[config.mk]
export PLATFORM = sky130hd
export DESIGN_NAME = sbsi_top
export DESIGN_NICKNAME = d
export VERILOG_FILES = /design/src/hdl/sbsi_pkg.sv /design/src/hdl/sbsi_top.sv
export VERILOG_INCLUDE_DIRS = /design/src /design/src/hdl
export SDC_FILE = /design/constraint.sdc
export NUM_CORES = 1
export LEC_CHECK = 0
export BUFFER_PORTS_ARGS = -buffer_cell sky130_fd_sc_hd__buf_2
export CAP_MARGIN = 5
export CELL_PAD_IN_SITES_DETAIL_PLACEMENT = 0
export CELL_PAD_IN_SITES_GLOBAL_PLACEMENT = 1
export CORE_UTILIZATION = 54
export CTS_CLUSTER_DIAMETER = 80
export DETAILED_ROUTE_END_ITERATION = 7
export PLACE_DENSITY_LB_ADDON = 0.1
export RECOVER_POWER = 25
export SLEW_MARGIN = 20
export SYNTH_ARGS = -nofsm -noshare
export SYNTH_HDL_FRONTEND = slang
export SYNTH_SLANG_ARGS = --single-unit
[constraint.sdc]
create_clock -name pclk -period 5.67 [get_ports pclk]
set_input_delay 0.8505 -clock pclk [delete_from_list [all_inputs] [get_ports pclk]]
set_output_delay 0.8505 -clock pclk [all_outputs]
set_load 0.01 [all_outputs]
[src/hdl/sbsi_consts.svh]
// Purpose: Constants for the system bus slave interface.
// Assumes: pclk at 40 MHz, APB register access.
// Notes: Offsets are byte addresses on the APB.
// Behaviour
// - While strobe low, hold latched 32-bit bus data 140 ns, then release.
// - Last 35 ns of strobe high, data flows through and is ignored.
// - Each latched word enters an input file of 4-bit slices, 4 deep; the code drops a word latched while the file already holds 4.
// - Output file captures or ignores internal bits 0-15, drives them out.
// - Single address register and burst counter are both 24 bits.
// - Each 24-bit address takes two bus cycles, one per portion.
// - Burst transfers use the counter, all others the single register.
// - Preset burst counter steps one word up or down per transfer.
// - Single register drives destination lines for single transfers.
// - All 24 destination lines pass a permanent non-inverting buffer.
// - Processor command transfers latch destination into an input register.
// - Stop register loads compare register; destination compared for equality.
// - Read, write, fetch qualifiers gate matches, ORed into halt.
// - Bits 9-14 match jumper address; contents captured at cycle end.
// - Bit 8 set means processor; clear means bits 9-15 are board address; the code accepts only with bit 8 high and bits 9-14 equal to the jumpers.
// - Bit 15 excluded from board match, answering an even/odd pair.
// - Bit 15 picks burst or nonburst register; select pin picks command.
// - Accept only with tag low, memory tag high, bit 8 high, equal.
// - Compare mid cycle; result valid by end of cycle.
// - Installed jumper expects one, absent jumper expects zero.
// - Seventh jumper enables panel functions and halt; eighth does nothing.
`ifndef SBSI_CONSTS_SVH
`define SBSI_CONSTS_SVH
`define SBSI_CLK_MHZ      40
`define SBSI_HOLD_NS      140
`define SBSI_FLOW_NS      35
`define SBSI_HOLD_CYC     ((`SBSI_HOLD_NS * `SBSI_CLK_MHZ + 999) / 1000)
`define SBSI_FLOW_CYC     ((`SBSI_FLOW_NS * `SBSI_CLK_MHZ + 999) / 1000)
`define SBSI_WORD_STEP    24'h000004
`define SBSI_OFF_CTRL     8'h00
`define SBSI_OFF_STAT     8'h04
`define SBSI_OFF_MAR_HI   8'h08
`define SBSI_OFF_MAR_LO   8'h0C
`define SBSI_OFF_MAC_HI   8'h10
`define SBSI_OFF_MAC_LO   8'h14
`define SBSI_OFF_STOP_HI  8'h18
`define SBSI_OFF_STOP_LO  8'h1C
`define SBSI_OFF_OUT      8'h20
`define SBSI_OFF_INFILE   8'h24
`define SBSI_OFF_BURST    8'h28
`define SBSI_OFF_NBURST   8'h2C
`define SBSI_OFF_CMD      8'h30
`define SBSI_OFF_DEST     8'h34
`define SBSI_CTRL_RST     6'h00
`endif

[src/hdl/sbsi_pkg.sv]
// Purpose: Types for the system bus slave interface.
// Assumes: Constants come from the header.
// Notes: None.
package sbsi_pkg;
  typedef enum logic [1:0] {
    SBSI_OPEN = 2'b00,
    SBSI_HOLD = 2'b01
  } sbsi_latch_e;
  typedef struct packed {
    logic fetch;
    logic op_write;
    logic op_read;
  } sbsi_kind_s;
  typedef struct packed {
    sbsi_kind_s qual;
    logic       out_capture;
    logic       count_down;
    logic       burst;
  } sbsi_ctrl_s;
endpackage : sbsi_pkg

[src/hdl/sbsi_top.sv]
// Purpose: Backplane bus slave front end with address recognition and stop.
// Assumes: Bus pins are asynchronous to pclk; jumpers are static.
// Notes: Destination bits are numbered 0 (MSB) to 23 as on the bus.
`timescale 1ns/1ps
`include "sbsi_consts.svh"
module sbsi_top import sbsi_pkg::*; (
  input  wire logic        pclk,
  input  wire logic        presetn,
  input  wire logic        psel,
  input  wire logic        penable,
  input  wire logic        pwrite,
  input  wire logic [7:0]  paddr,
  input  wire logic [31:0] pwdata,
  output logic      [31:0] prdata,
  output logic             pready,
  output logic             pslverr,
  input  wire logic        input_latch_strobe,
  input  wire logic [31:0] bus_data_line,
  input  wire logic [0:23] destination_line,
  input  wire logic        transfer_valid_tag,
  input  wire logic        memory_target_tag,
  input  wire logic        command_register_select,
  input  wire sbsi_kind_s  access_kind,
  input  wire logic [5:0]  address_jumpers,
  input  wire logic        panel_jumper,
  output logic      [0:23] buffered_destination_line,
  output logic      [0:23] destination_out,
  output logic      [15:0] bus_data_out,
  output logic             transfer_accept,
  output logic             processor_halt
);
  localparam int          SW = 63;
  // Idle pin levels: strobe and transfer tag high, so reset release makes no false edge.
  localparam logic [SW-1:0] IDLE = {1'b1, 32'h0000_0000, 24'h00_0000, 1'b1, 1'b0, 1'b0, 3'h0};
  localparam logic [2:0]  HOLD_CYC = 3'(`SBSI_HOLD_CYC);
  localparam logic [2:0]  FLOW_CYC = 3'(`SBSI_FLOW_CYC);

  // Three-stage input capture; a bit changes once stages two and three agree.
  logic [SW-1:0] s1, s2, s3, sq, next_sq;
  logic [SW-1:0] raw;
  assign raw = {input_latch_strobe, bus_data_line, destination_line,
                transfer_valid_tag, memory_target_tag, command_register_select,
                access_kind};
  always_comb begin
    next_sq = (s2 & s3) | (sq & (s2 | s3));
  end
  always_ff @(posedge pclk or negedge presetn) begin
    if (!presetn) begin
      s1 <= IDLE;
      s2 <= IDLE;
      s3 <= IDLE;
      sq <= IDLE;
    end else begin
      s1 <= raw;
      s2 <= s1;
      s3 <= s2;
      sq <= next_sq;
    end
  end
  logic        strb;
  logic [31:0] din;
  logic [0:23] dest;
  logic        tx_n, mem_t, cmd_sel;
  sbsi_kind_s  kind;
  assign {strb, din, dest, tx_n, mem_t, cmd_sel, kind} = sq;

  // Jumpers are read once, the cycle after reset releases.
  logic       cfg_done;
  logic [5:0] jmp;
  logic       panel_en;
  always_ff @(posedge pclk or negedge presetn) begin
    if (!presetn) begin
      cfg_done <= 1'b0;
      jmp      <= '0;
      panel_en <= 1'b0;
    end else if (!cfg_done) begin
      cfg_done <= 1'b1;
      jmp      <= address_jumpers;
      panel_en <= panel_jumper;
    end
  end

  // Latch strobe sequencer.
  sbsi_latch_e st, next_st;
  logic [2:0]  cnt, next_cnt;
  logic [31:0] lat, next_lat;
  logic        strb_d, fall, cap;
  assign fall = strb_d & ~strb;
  always_comb begin
    next_st  = st;
    next_cnt = cnt;
    next_lat = lat;
    cap      = 1'b0;
    case (st)
      SBSI_OPEN: begin
        next_lat = din;
        if (fall) begin
          cap      = 1'b1;
          next_st  = SBSI_HOLD;
          next_cnt = HOLD_CYC - 3'h1;
        end
      end
      SBSI_HOLD: begin
        if (cnt == 3'h0) next_st = SBSI_OPEN;
        else next_cnt = cnt - 3'h1;
      end
      default: next_st = SBSI_OPEN;
    endcase
  end
  always_ff @(posedge pclk or negedge presetn) begin
    if (!presetn) begin
      st     <= SBSI_OPEN;
      cnt    <= 3'h0;
      lat    <= '0;
      strb_d <= 1'b1;
    end else begin
      st     <= next_st;
      cnt    <= next_cnt;
      lat    <= next_lat;
      strb_d <= strb;
    end
  end

  // Address recognition runs every cycle so it settles before the strobe falls.
  logic acc, next_acc, eq_board;
  assign eq_board = (dest[9:14] == jmp);
  always_comb begin
    next_acc = ~tx_n & mem_t & dest[8] & eq_board;
  end

  // Input file: eight 4-bit slices, each four entries deep.
  logic [1:0] wp, rp, next_wp, next_rp;
  logic [2:0] fcnt, next_fcnt;
  logic       pop, push;
  logic [31:0] fout;
  assign push = cap & (fcnt != 3'h4);
  genvar g;
  generate
    for (g = 0; g < 8; g++) begin : g_slice
      logic [3:0] mem [4];
      always_ff @(posedge pclk) begin
        if (push) mem[wp] <= din[g*4 +: 4];
      end
      assign fout[g*4 +: 4] = mem[rp];
    end
  endgenerate
  always_comb begin
    next_wp   = push ? wp + 2'h1 : wp;
    next_rp   = (pop && fcnt != 3'h0) ? rp + 2'h1 : rp;
    next_fcnt = fcnt + {2'h0, push} - {2'h0, pop && fcnt != 3'h0};
  end

  // Register state.
  sbsi_ctrl_s  ctrl, next_ctrl;
  logic [23:0] single_transfer_address_register, mac, stop, cmp;
  logic [23:0] next_mar, next_mac, next_stop, next_cmp;
  logic [15:0] ofile, next_ofile;
  logic [31:0] rb, rnb, rcmd, next_rb, next_rnb, next_rcmd;
  logic [23:0] dreg, next_dreg;
  logic [31:0] rd, next_rd;
  logic        rdy, next_rdy, err, next_err, hlt, next_hlt;
  logic [0:23] dout, next_dout;
  logic        wr, rdacc, setup, okaddr;
  logic [31:0] w;
  assign setup = psel & ~penable;
  assign wr    = psel & penable & rdy & pwrite;
  assign rdacc = psel & penable & rdy & ~pwrite;
  assign w     = pwdata;
  assign pop   = rdacc & (paddr == `SBSI_OFF_INFILE);
  assign okaddr = (paddr[1:0] == 2'b00) && (paddr <= `SBSI_OFF_DEST);

  always_comb begin
    next_ctrl  = ctrl;
    next_mar   = single_transfer_address_register;
    next_mac   = mac;
    next_stop  = stop;
    next_cmp   = cmp;
    next_ofile = ofile;
    next_rb    = rb;
    next_rnb   = rnb;
    next_rcmd  = rcmd;
    next_dreg  = dreg;
    if (wr) begin
      case (paddr)
        `SBSI_OFF_CTRL:    next_ctrl = sbsi_ctrl_s'(w[5:0]);
        `SBSI_OFF_MAR_HI:  next_mar[23:16] = w[7:0];
        `SBSI_OFF_MAR_LO:  next_mar[15:0]  = w[15:0];
        `SBSI_OFF_MAC_HI:  next_mac[23:16] = w[7:0];
        `SBSI_OFF_MAC_LO:  next_mac[15:0]  = w[15:0];
        `SBSI_OFF_STOP_HI: next_stop[23:16] = w[7:0];
        `SBSI_OFF_STOP_LO: begin
          next_stop[15:0] = w[15:0];
          next_cmp = {stop[23:16], w[15:0]};
        end
        `SBSI_OFF_OUT: begin
          if (ctrl.out_capture) next_ofile = w[15:0];
          if (ctrl.burst) begin
            if (ctrl.count_down) next_mac = mac - `SBSI_WORD_STEP;
            else next_mac = mac + `SBSI_WORD_STEP;
          end
        end
        default: ;
      endcase
    end
    // The match is taken from the same filtered pins as the strobe edge, so it
    // must not lag the capture by the register stage of transfer_accept.
    if (cap && next_acc) begin
      if (cmd_sel) begin
        next_rcmd = din;
        next_dreg = dest;
      end else if (dest[15]) next_rb = din;
      else next_rnb = din;
    end
    next_dout = ctrl.burst ? mac : single_transfer_address_register;
    next_hlt  = panel_en & (stop == cmp) & (cmp == 24'(dest))
                & |(ctrl.qual & kind);
    next_rdy  = setup;
    next_err  = setup & ~okaddr;
    next_rd   = 32'h0000_0000;
    if (setup && !pwrite) begin
      case (paddr)
        `SBSI_OFF_CTRL:    next_rd = {26'h0, ctrl};
        `SBSI_OFF_STAT:    next_rd = {26'h0, panel_en, hlt, acc, fcnt};
        `SBSI_OFF_MAR_HI:  next_rd = {24'h0, single_transfer_address_register[23:16]};
        `SBSI_OFF_MAR_LO:  next_rd = {16'h0, single_transfer_address_register[15:0]};
        `SBSI_OFF_MAC_HI:  next_rd = {24'h0, mac[23:16]};
        `SBSI_OFF_MAC_LO:  next_rd = {16'h0, mac[15:0]};
        `SBSI_OFF_STOP_HI: next_rd = {24'h0, stop[23:16]};
        `SBSI_OFF_STOP_LO: next_rd = {16'h0, stop[15:0]};
        `SBSI_OFF_OUT:     next_rd = {16'h0, ofile};
        `SBSI_OFF_INFILE:  next_rd = fout;
        `SBSI_OFF_BURST:   next_rd = rb;
        `SBSI_OFF_NBURST:  next_rd = rnb;
        `SBSI_OFF_CMD:     next_rd = rcmd;
        `SBSI_OFF_DEST:    next_rd = {8'h0, dreg};
        default:           next_rd = 32'h0000_0000;
      endcase
    end
  end

  always_ff @(posedge pclk or negedge presetn) begin
    if (!presetn) begin
      ctrl  <= sbsi_ctrl_s'(`SBSI_CTRL_RST);
      single_transfer_address_register   <= '0;
      mac   <= '0;
      stop  <= '0;
      cmp   <= '0;
      ofile <= '0;
      rb    <= '0;
      rnb   <= '0;
      rcmd  <= '0;
      dreg  <= '0;
      rd    <= '0;
      rdy   <= 1'b0;
      err   <= 1'b0;
      hlt   <= 1'b0;
      dout  <= '0;
      acc   <= 1'b0;
      wp    <= '0;
      rp    <= '0;
      fcnt  <= '0;
      buffered_destination_line <= '0;
    end else begin
      ctrl  <= next_ctrl;
      single_transfer_address_register   <= next_mar;
      mac   <= next_mac;
      stop  <= next_stop;
      cmp   <= next_cmp;
      ofile <= next_ofile;
      rb    <= next_rb;
      rnb   <= next_rnb;
      rcmd  <= next_rcmd;
      dreg  <= next_dreg;
      rd    <= next_rd;
      rdy   <= next_rdy;
      err   <= next_err;
      hlt   <= next_hlt;
      dout  <= next_dout;
      acc   <= next_acc;
      wp    <= next_wp;
      rp    <= next_rp;
      fcnt  <= next_fcnt;
      buffered_destination_line <= dest;
    end
  end

  assign prdata          = rd;
  assign pready          = rdy;
  assign pslverr         = err;
  assign destination_out = dout;
  assign bus_data_out    = ofile;
  assign transfer_accept = acc;
  assign processor_halt  = hlt;

  // Checks.
  a_hold_time: assert property (@(posedge pclk) disable iff (!presetn)
    $rose(st == SBSI_HOLD) |-> (st == SBSI_HOLD) [*6] ##1 st == SBSI_OPEN)
    else $error("latch hold length wrong");
  a_flow_ignored: assert property (@(posedge pclk) disable iff (!presetn)
    (st == SBSI_OPEN && !fall) |=> $stable(fcnt) || $past(pop))
    else $error("word entered file without a latch");
  a_file_push: assert property (@(posedge pclk) disable iff (!presetn)
    (cap && fcnt < 3'h4 && !pop) |=> fcnt == $past(fcnt) + 3'h1)
    else $error("latched word not stored");
  a_out_capture: assert property (@(posedge pclk) disable iff (!presetn)
    (wr && paddr == `SBSI_OFF_OUT && !ctrl.out_capture) |=> $stable(ofile))
    else $error("output file took ignored data");
  a_addr_source: assert property (@(posedge pclk) disable iff (!presetn)
    ##1 destination_out == ($past(ctrl.burst) ? $past(mac) : $past(single_transfer_address_register)))
    else $error("wrong address source");
  a_mac_step: assert property (@(posedge pclk) disable iff (!presetn)
    (wr && paddr == `SBSI_OFF_OUT && ctrl.burst && !ctrl.count_down)
    |=> mac == $past(mac) + 24'h000004)
    else $error("burst counter did not step");
  a_accept_gate: assert property (@(posedge pclk) disable iff (!presetn)
    transfer_accept |-> $past(!tx_n && mem_t && dest[8] && dest[9:14] == jmp))
    else $error("accept without full match");
  a_halt_gate: assert property (@(posedge pclk) disable iff (!presetn)
    processor_halt |-> $past(panel_en && |(ctrl.qual & kind)))
    else $error("halt without qualifier or panel enable");
  a_cmd_dest: assert property (@(posedge pclk) disable iff (!presetn)
    (cap && next_acc && cmd_sel) |=> dreg == 24'($past(dest)))
    else $error("command destination not latched");
endmodule : sbsi_top

==> summary.md <==
| Metric | Value |
|---|---|
| Slew @ Worst Pin | 2.70 ns |
| Crit path kind | input pin to register |
| Hold Violations, Final | 0 |
| Critical Path Fanout Max | 23 |
| Nets | 2118 |
| Sequential Power Share | 0.501 |
| Most used DFF post-synth | dfrtp_1 |
| Htree depth | 3 |
| Worst slew margin | -0.802 |
| Most frequent cells after synthesis | 569 x dfrtp_1, 222 x mux2_2, 128 x edfxtp_1 |
| Dpl cells | 2561 |
| Combinational share of power | 0.047 |
| Post-Syn Area | 0.0269 sq mm |
| Synth-to-Final Area Change | 16.8% |
| CP Data Arrival Time | 4.08 ns |
| Worst Path Required | 6.20 ns |
| Number of hold-repair buffers added at the cts stage | 0 |
| Slowest-stage cell, CP | or4b_1 |
| Die X | 225 um |
| Largest family of logic cells by synthesized area | multiplexers |
| Synth Area in XOR/XNOR | 0.0147 |
| Post-synth top area share | 0.529 |
| Final hold slack | 0.335 ns |
| Hpwl dp | 45.6 mm |
| Warnings from Yosys | 0 |
| Pin count of the biggest net entering global routing | 169 |
| Clock root cell | clkbuf_16 |
| I/O pins | 215 |
| Crit-path cells | buf_2 -> or4b_1 -> nor2_2 -> nor4b_2 -> ha_1 -> inv_1 -> ha_1 -> fa_1 -> xnor2_1 -> xnor2_1 |
| Slowest cell delay on critical path | 0.79 ns |
| Status | finished with violations |
| First-pass GRT wire length | 104 mm |
| Initial Util | 0.548 |
| Setup violators final | 0 |
| Min Tclk post-route | 3.55 ns |
| Type of the tightest min-delay check | input pin to register |
| Fmax | 281 MHz |
| Fin crit share | 0.627 |
| Number of synthesized flops with an enable pin | 128 |
| CTS sink count | 706 |
| Die area | 0.0507 sq mm |
| Clk network pwr share | 0.451 |
| Sw Ratio | 0.225 |
| Finished Layout Cells | 2695 |
| Number of synthesized register bits | 706 |
| Vias in the first global route | 16.2k |
| Clk_skew | 0.0140 ns |
| Adder-cell share of the synthesized area | 0.0380 |
| GPL Wtd Cong | 0.924 |
| Total GRT Usage | 0.284 |
| Sw Pwr | 2.54 mW |
| Post-Syn Instances | 1737 |
| # resized after CTS | 0 |
| Post-CTS Setup Bufs | 0 |
| Routed wire length | 69.9 mm |
| Initial antenna violation count | 1 |
| Synth area leader | dfrtp_1 |
| Vias | 16.1k |
| Most common cell in the netlist | dfrtp_1 |
| Crit start category | input pin |
| Register area share after synthesis | 0.681 |
| Max rail drop VDD | 0.278 mV |
| Total gr overflow | 0 |
| Multiplexer share of the synthesized area | 0.135 |
| Crit-path leading delay family | simple AND/OR/NAND/NOR gates |
| Cts bufs inserted | 73 |
| Drt initial violations | 1555 |
| FILL cells | 3690 |
| Worst Setup End Kind | register |
| Clk_lat worst skew | 0.62 ns |
| CP Launch Point | paddr[5] |
| Max-slew violations | 107 |
| PD cells | 358 mW/mm^2 |
| FFs w/ async S/R, synth | 0.819 |
| Int Pwr | 8.71 mW |
| Synth unique cells | 78 |
| Clock transition at path regs | 0.06 ns |
| DRC viols | 0 |
| Die height | 225 um |
| Leak pwr | 14.0 nW |
| Core area | 0.0491 sq mm |
| Buf/Inv on CP | 2 |
| Buffers on Ports | 198 |
| Syn_nets | 1882 |
| Synth area leaders | dfrtp_1 53%, edfxtp_1 14%, mux2_2 9.3% |
| CTS tree | yes |
| N_diodes | 0 |
| Syn avg cell area | 15.5 sq um |
| Worst hold path startpoint | bus_data_line[15] |
| Row Count | 81 |
| DR pass1 iterations | 5 |
| ANT nets after route | 0 |
| Routed vias/inst | 5.97 |
| Setup TNS | 0 ns |
| WL/cell | 25.9 um |
| RSZ-0062 raised after global routing | no |
| Failing checks | capacitance limit, slew limit |
| Layout cell share with drive strength beyond 1 | 0.315 |
| Simple-gate share of the synthesized area | 0.0478 |
| Clock Tree Buf Depth | 3 |
| Max Cap Viol | 1 |
| Worst R2R Start | ctrl[1]$_DFFE_PN0P_ |
| Synth Area in Compound Gates | 0.0702 |
==> stage by stage <==
| stage | total power [mW] | utilization | area (sq um) | setup slack, ns |
|---|---|---|---|---|
| after floorplan | 5.92 | - | 26900 | 2.44 |
| after global placement | 6.24 | 0.587 | 28800 | 1.58 |
| after detailed placement | 6.27 | 0.587 | 28800 | 1.51 |
| after CTS | 11.4 | 0.640 | 31400 | 2.16 |
| after global routing | 11.6 | 0.640 | 31400 | 2.00 |
| final | 11.2 | 0.640 | 31400 | 2.12 |
==> registers in the layout (all words and copies together), names as in the netlist, 9 cells and up <==
signal                            flops
single_transfer_address_register     24
prdata                               32
mac                                  24
dreg                                 24
rnb                                  32
g_slice.mem                         128
destination_out                      24
s3                                   63
rb                                   32
rcmd                                 32
sq                                   63
cmp                                   9
bus_data_out                         16
s1                                   63
stop                                 23
s2                                   63
buffered_destination_line            24
==> cell families after synthesis <==
logic type	Yosys count
xor+xnor	45
flops	706
buf+inv	90
simple gates	252
fa+ha+maj	93
compound gates	261
mux	289
other cells	1
==> placed cells by master, fill, tap and decap left out, types with 34 or more instances in the layout <==
| master | instances |
|---|---|
| mux2_2 | 222 |
| buf_2 | 191 |
| maj3_1 | 63 |
| a21oi_1 | 46 |
| dfrtp_1 | 568 |
| a22oi_1 | 47 |
| clkbuf_16 | 79 |
| edfxtp_1 | 128 |
| nor2_1 | 57 |
| mux4_2 | 34 |
| buf_4 | 35 |
| nand2_1 | 68 |
==> power by group through the flow <==
stage | combinational, mW | clock, mW | sequential (mW)
2_1_floorplan | 0.267 | 0 | 5.65
3_3_place_gp | 0.517 | 0 | 5.72
3_5_place_dp | 0.537 | 0 | 5.73
4_1_cts | 0.540 | 5.17 | 5.64
5_1_grt | 0.590 | 5.38 | 5.66
6_report | 0.530 | 5.08 | 5.64
==> worst paths after layout <==
| kind | end | cells past startpoint | slack [ns] |
|---|---|---|---|
| max in group asynchronous | buffered_destination_line[13]$_DFF_PN0_ | 2 | 2.63 |
| min | s1[45]$_DFF_PN0_ | 1 | 0.33 |
| max reg2reg | mac[19]$_DFFE_PN0P_ | 7 | 2.25 |
| max | fcnt[2]$_DFF_PN0_ | 10 | 2.12 |
| min reg2reg | s2[13]$_DFF_PN0_ | 0 | 0.35 |
| min in group asynchronous | sq[57]$_DFF_PN0_ | 1 | 1.08 |
==> area by class of cell <==
type                       count  area [sq um]  share of cell area
clock buffer                 102          2170              0.0692
timing repair buffer         236          1310              0.0416
sequential                   706         18300               0.583
multi-input combinational    941          8290               0.264
inverter                      15          56.3             0.00179
tap                          664           831              0.0265
clock inverter                31           428              0.0136
==> metal layers <==
metal | global-route usage | routed length, um | vias to the layer above
met1 | 0.392 | 28900 | 8399
met2 | 0.452 | 33700 | 614
met5 | 0 | 38 | -
li1 | - | - | 6929
met3 | 0.0549 | 4870 | 142
met4 | 0.105 | 2420 | 2
==> worst register-to-register path, cell delays in order, from the launching register on <==
cell and delay, ns:
dfrtp_1 0.70, ha_1 0.59, and4_1 0.28, or4b_1 0.49, a31oi_1 0.69, a211oi_1 0.24, xnor2_1 0.23, o21ai_1 0.08
No activity file was read; power rests on OpenSTA's default activity.
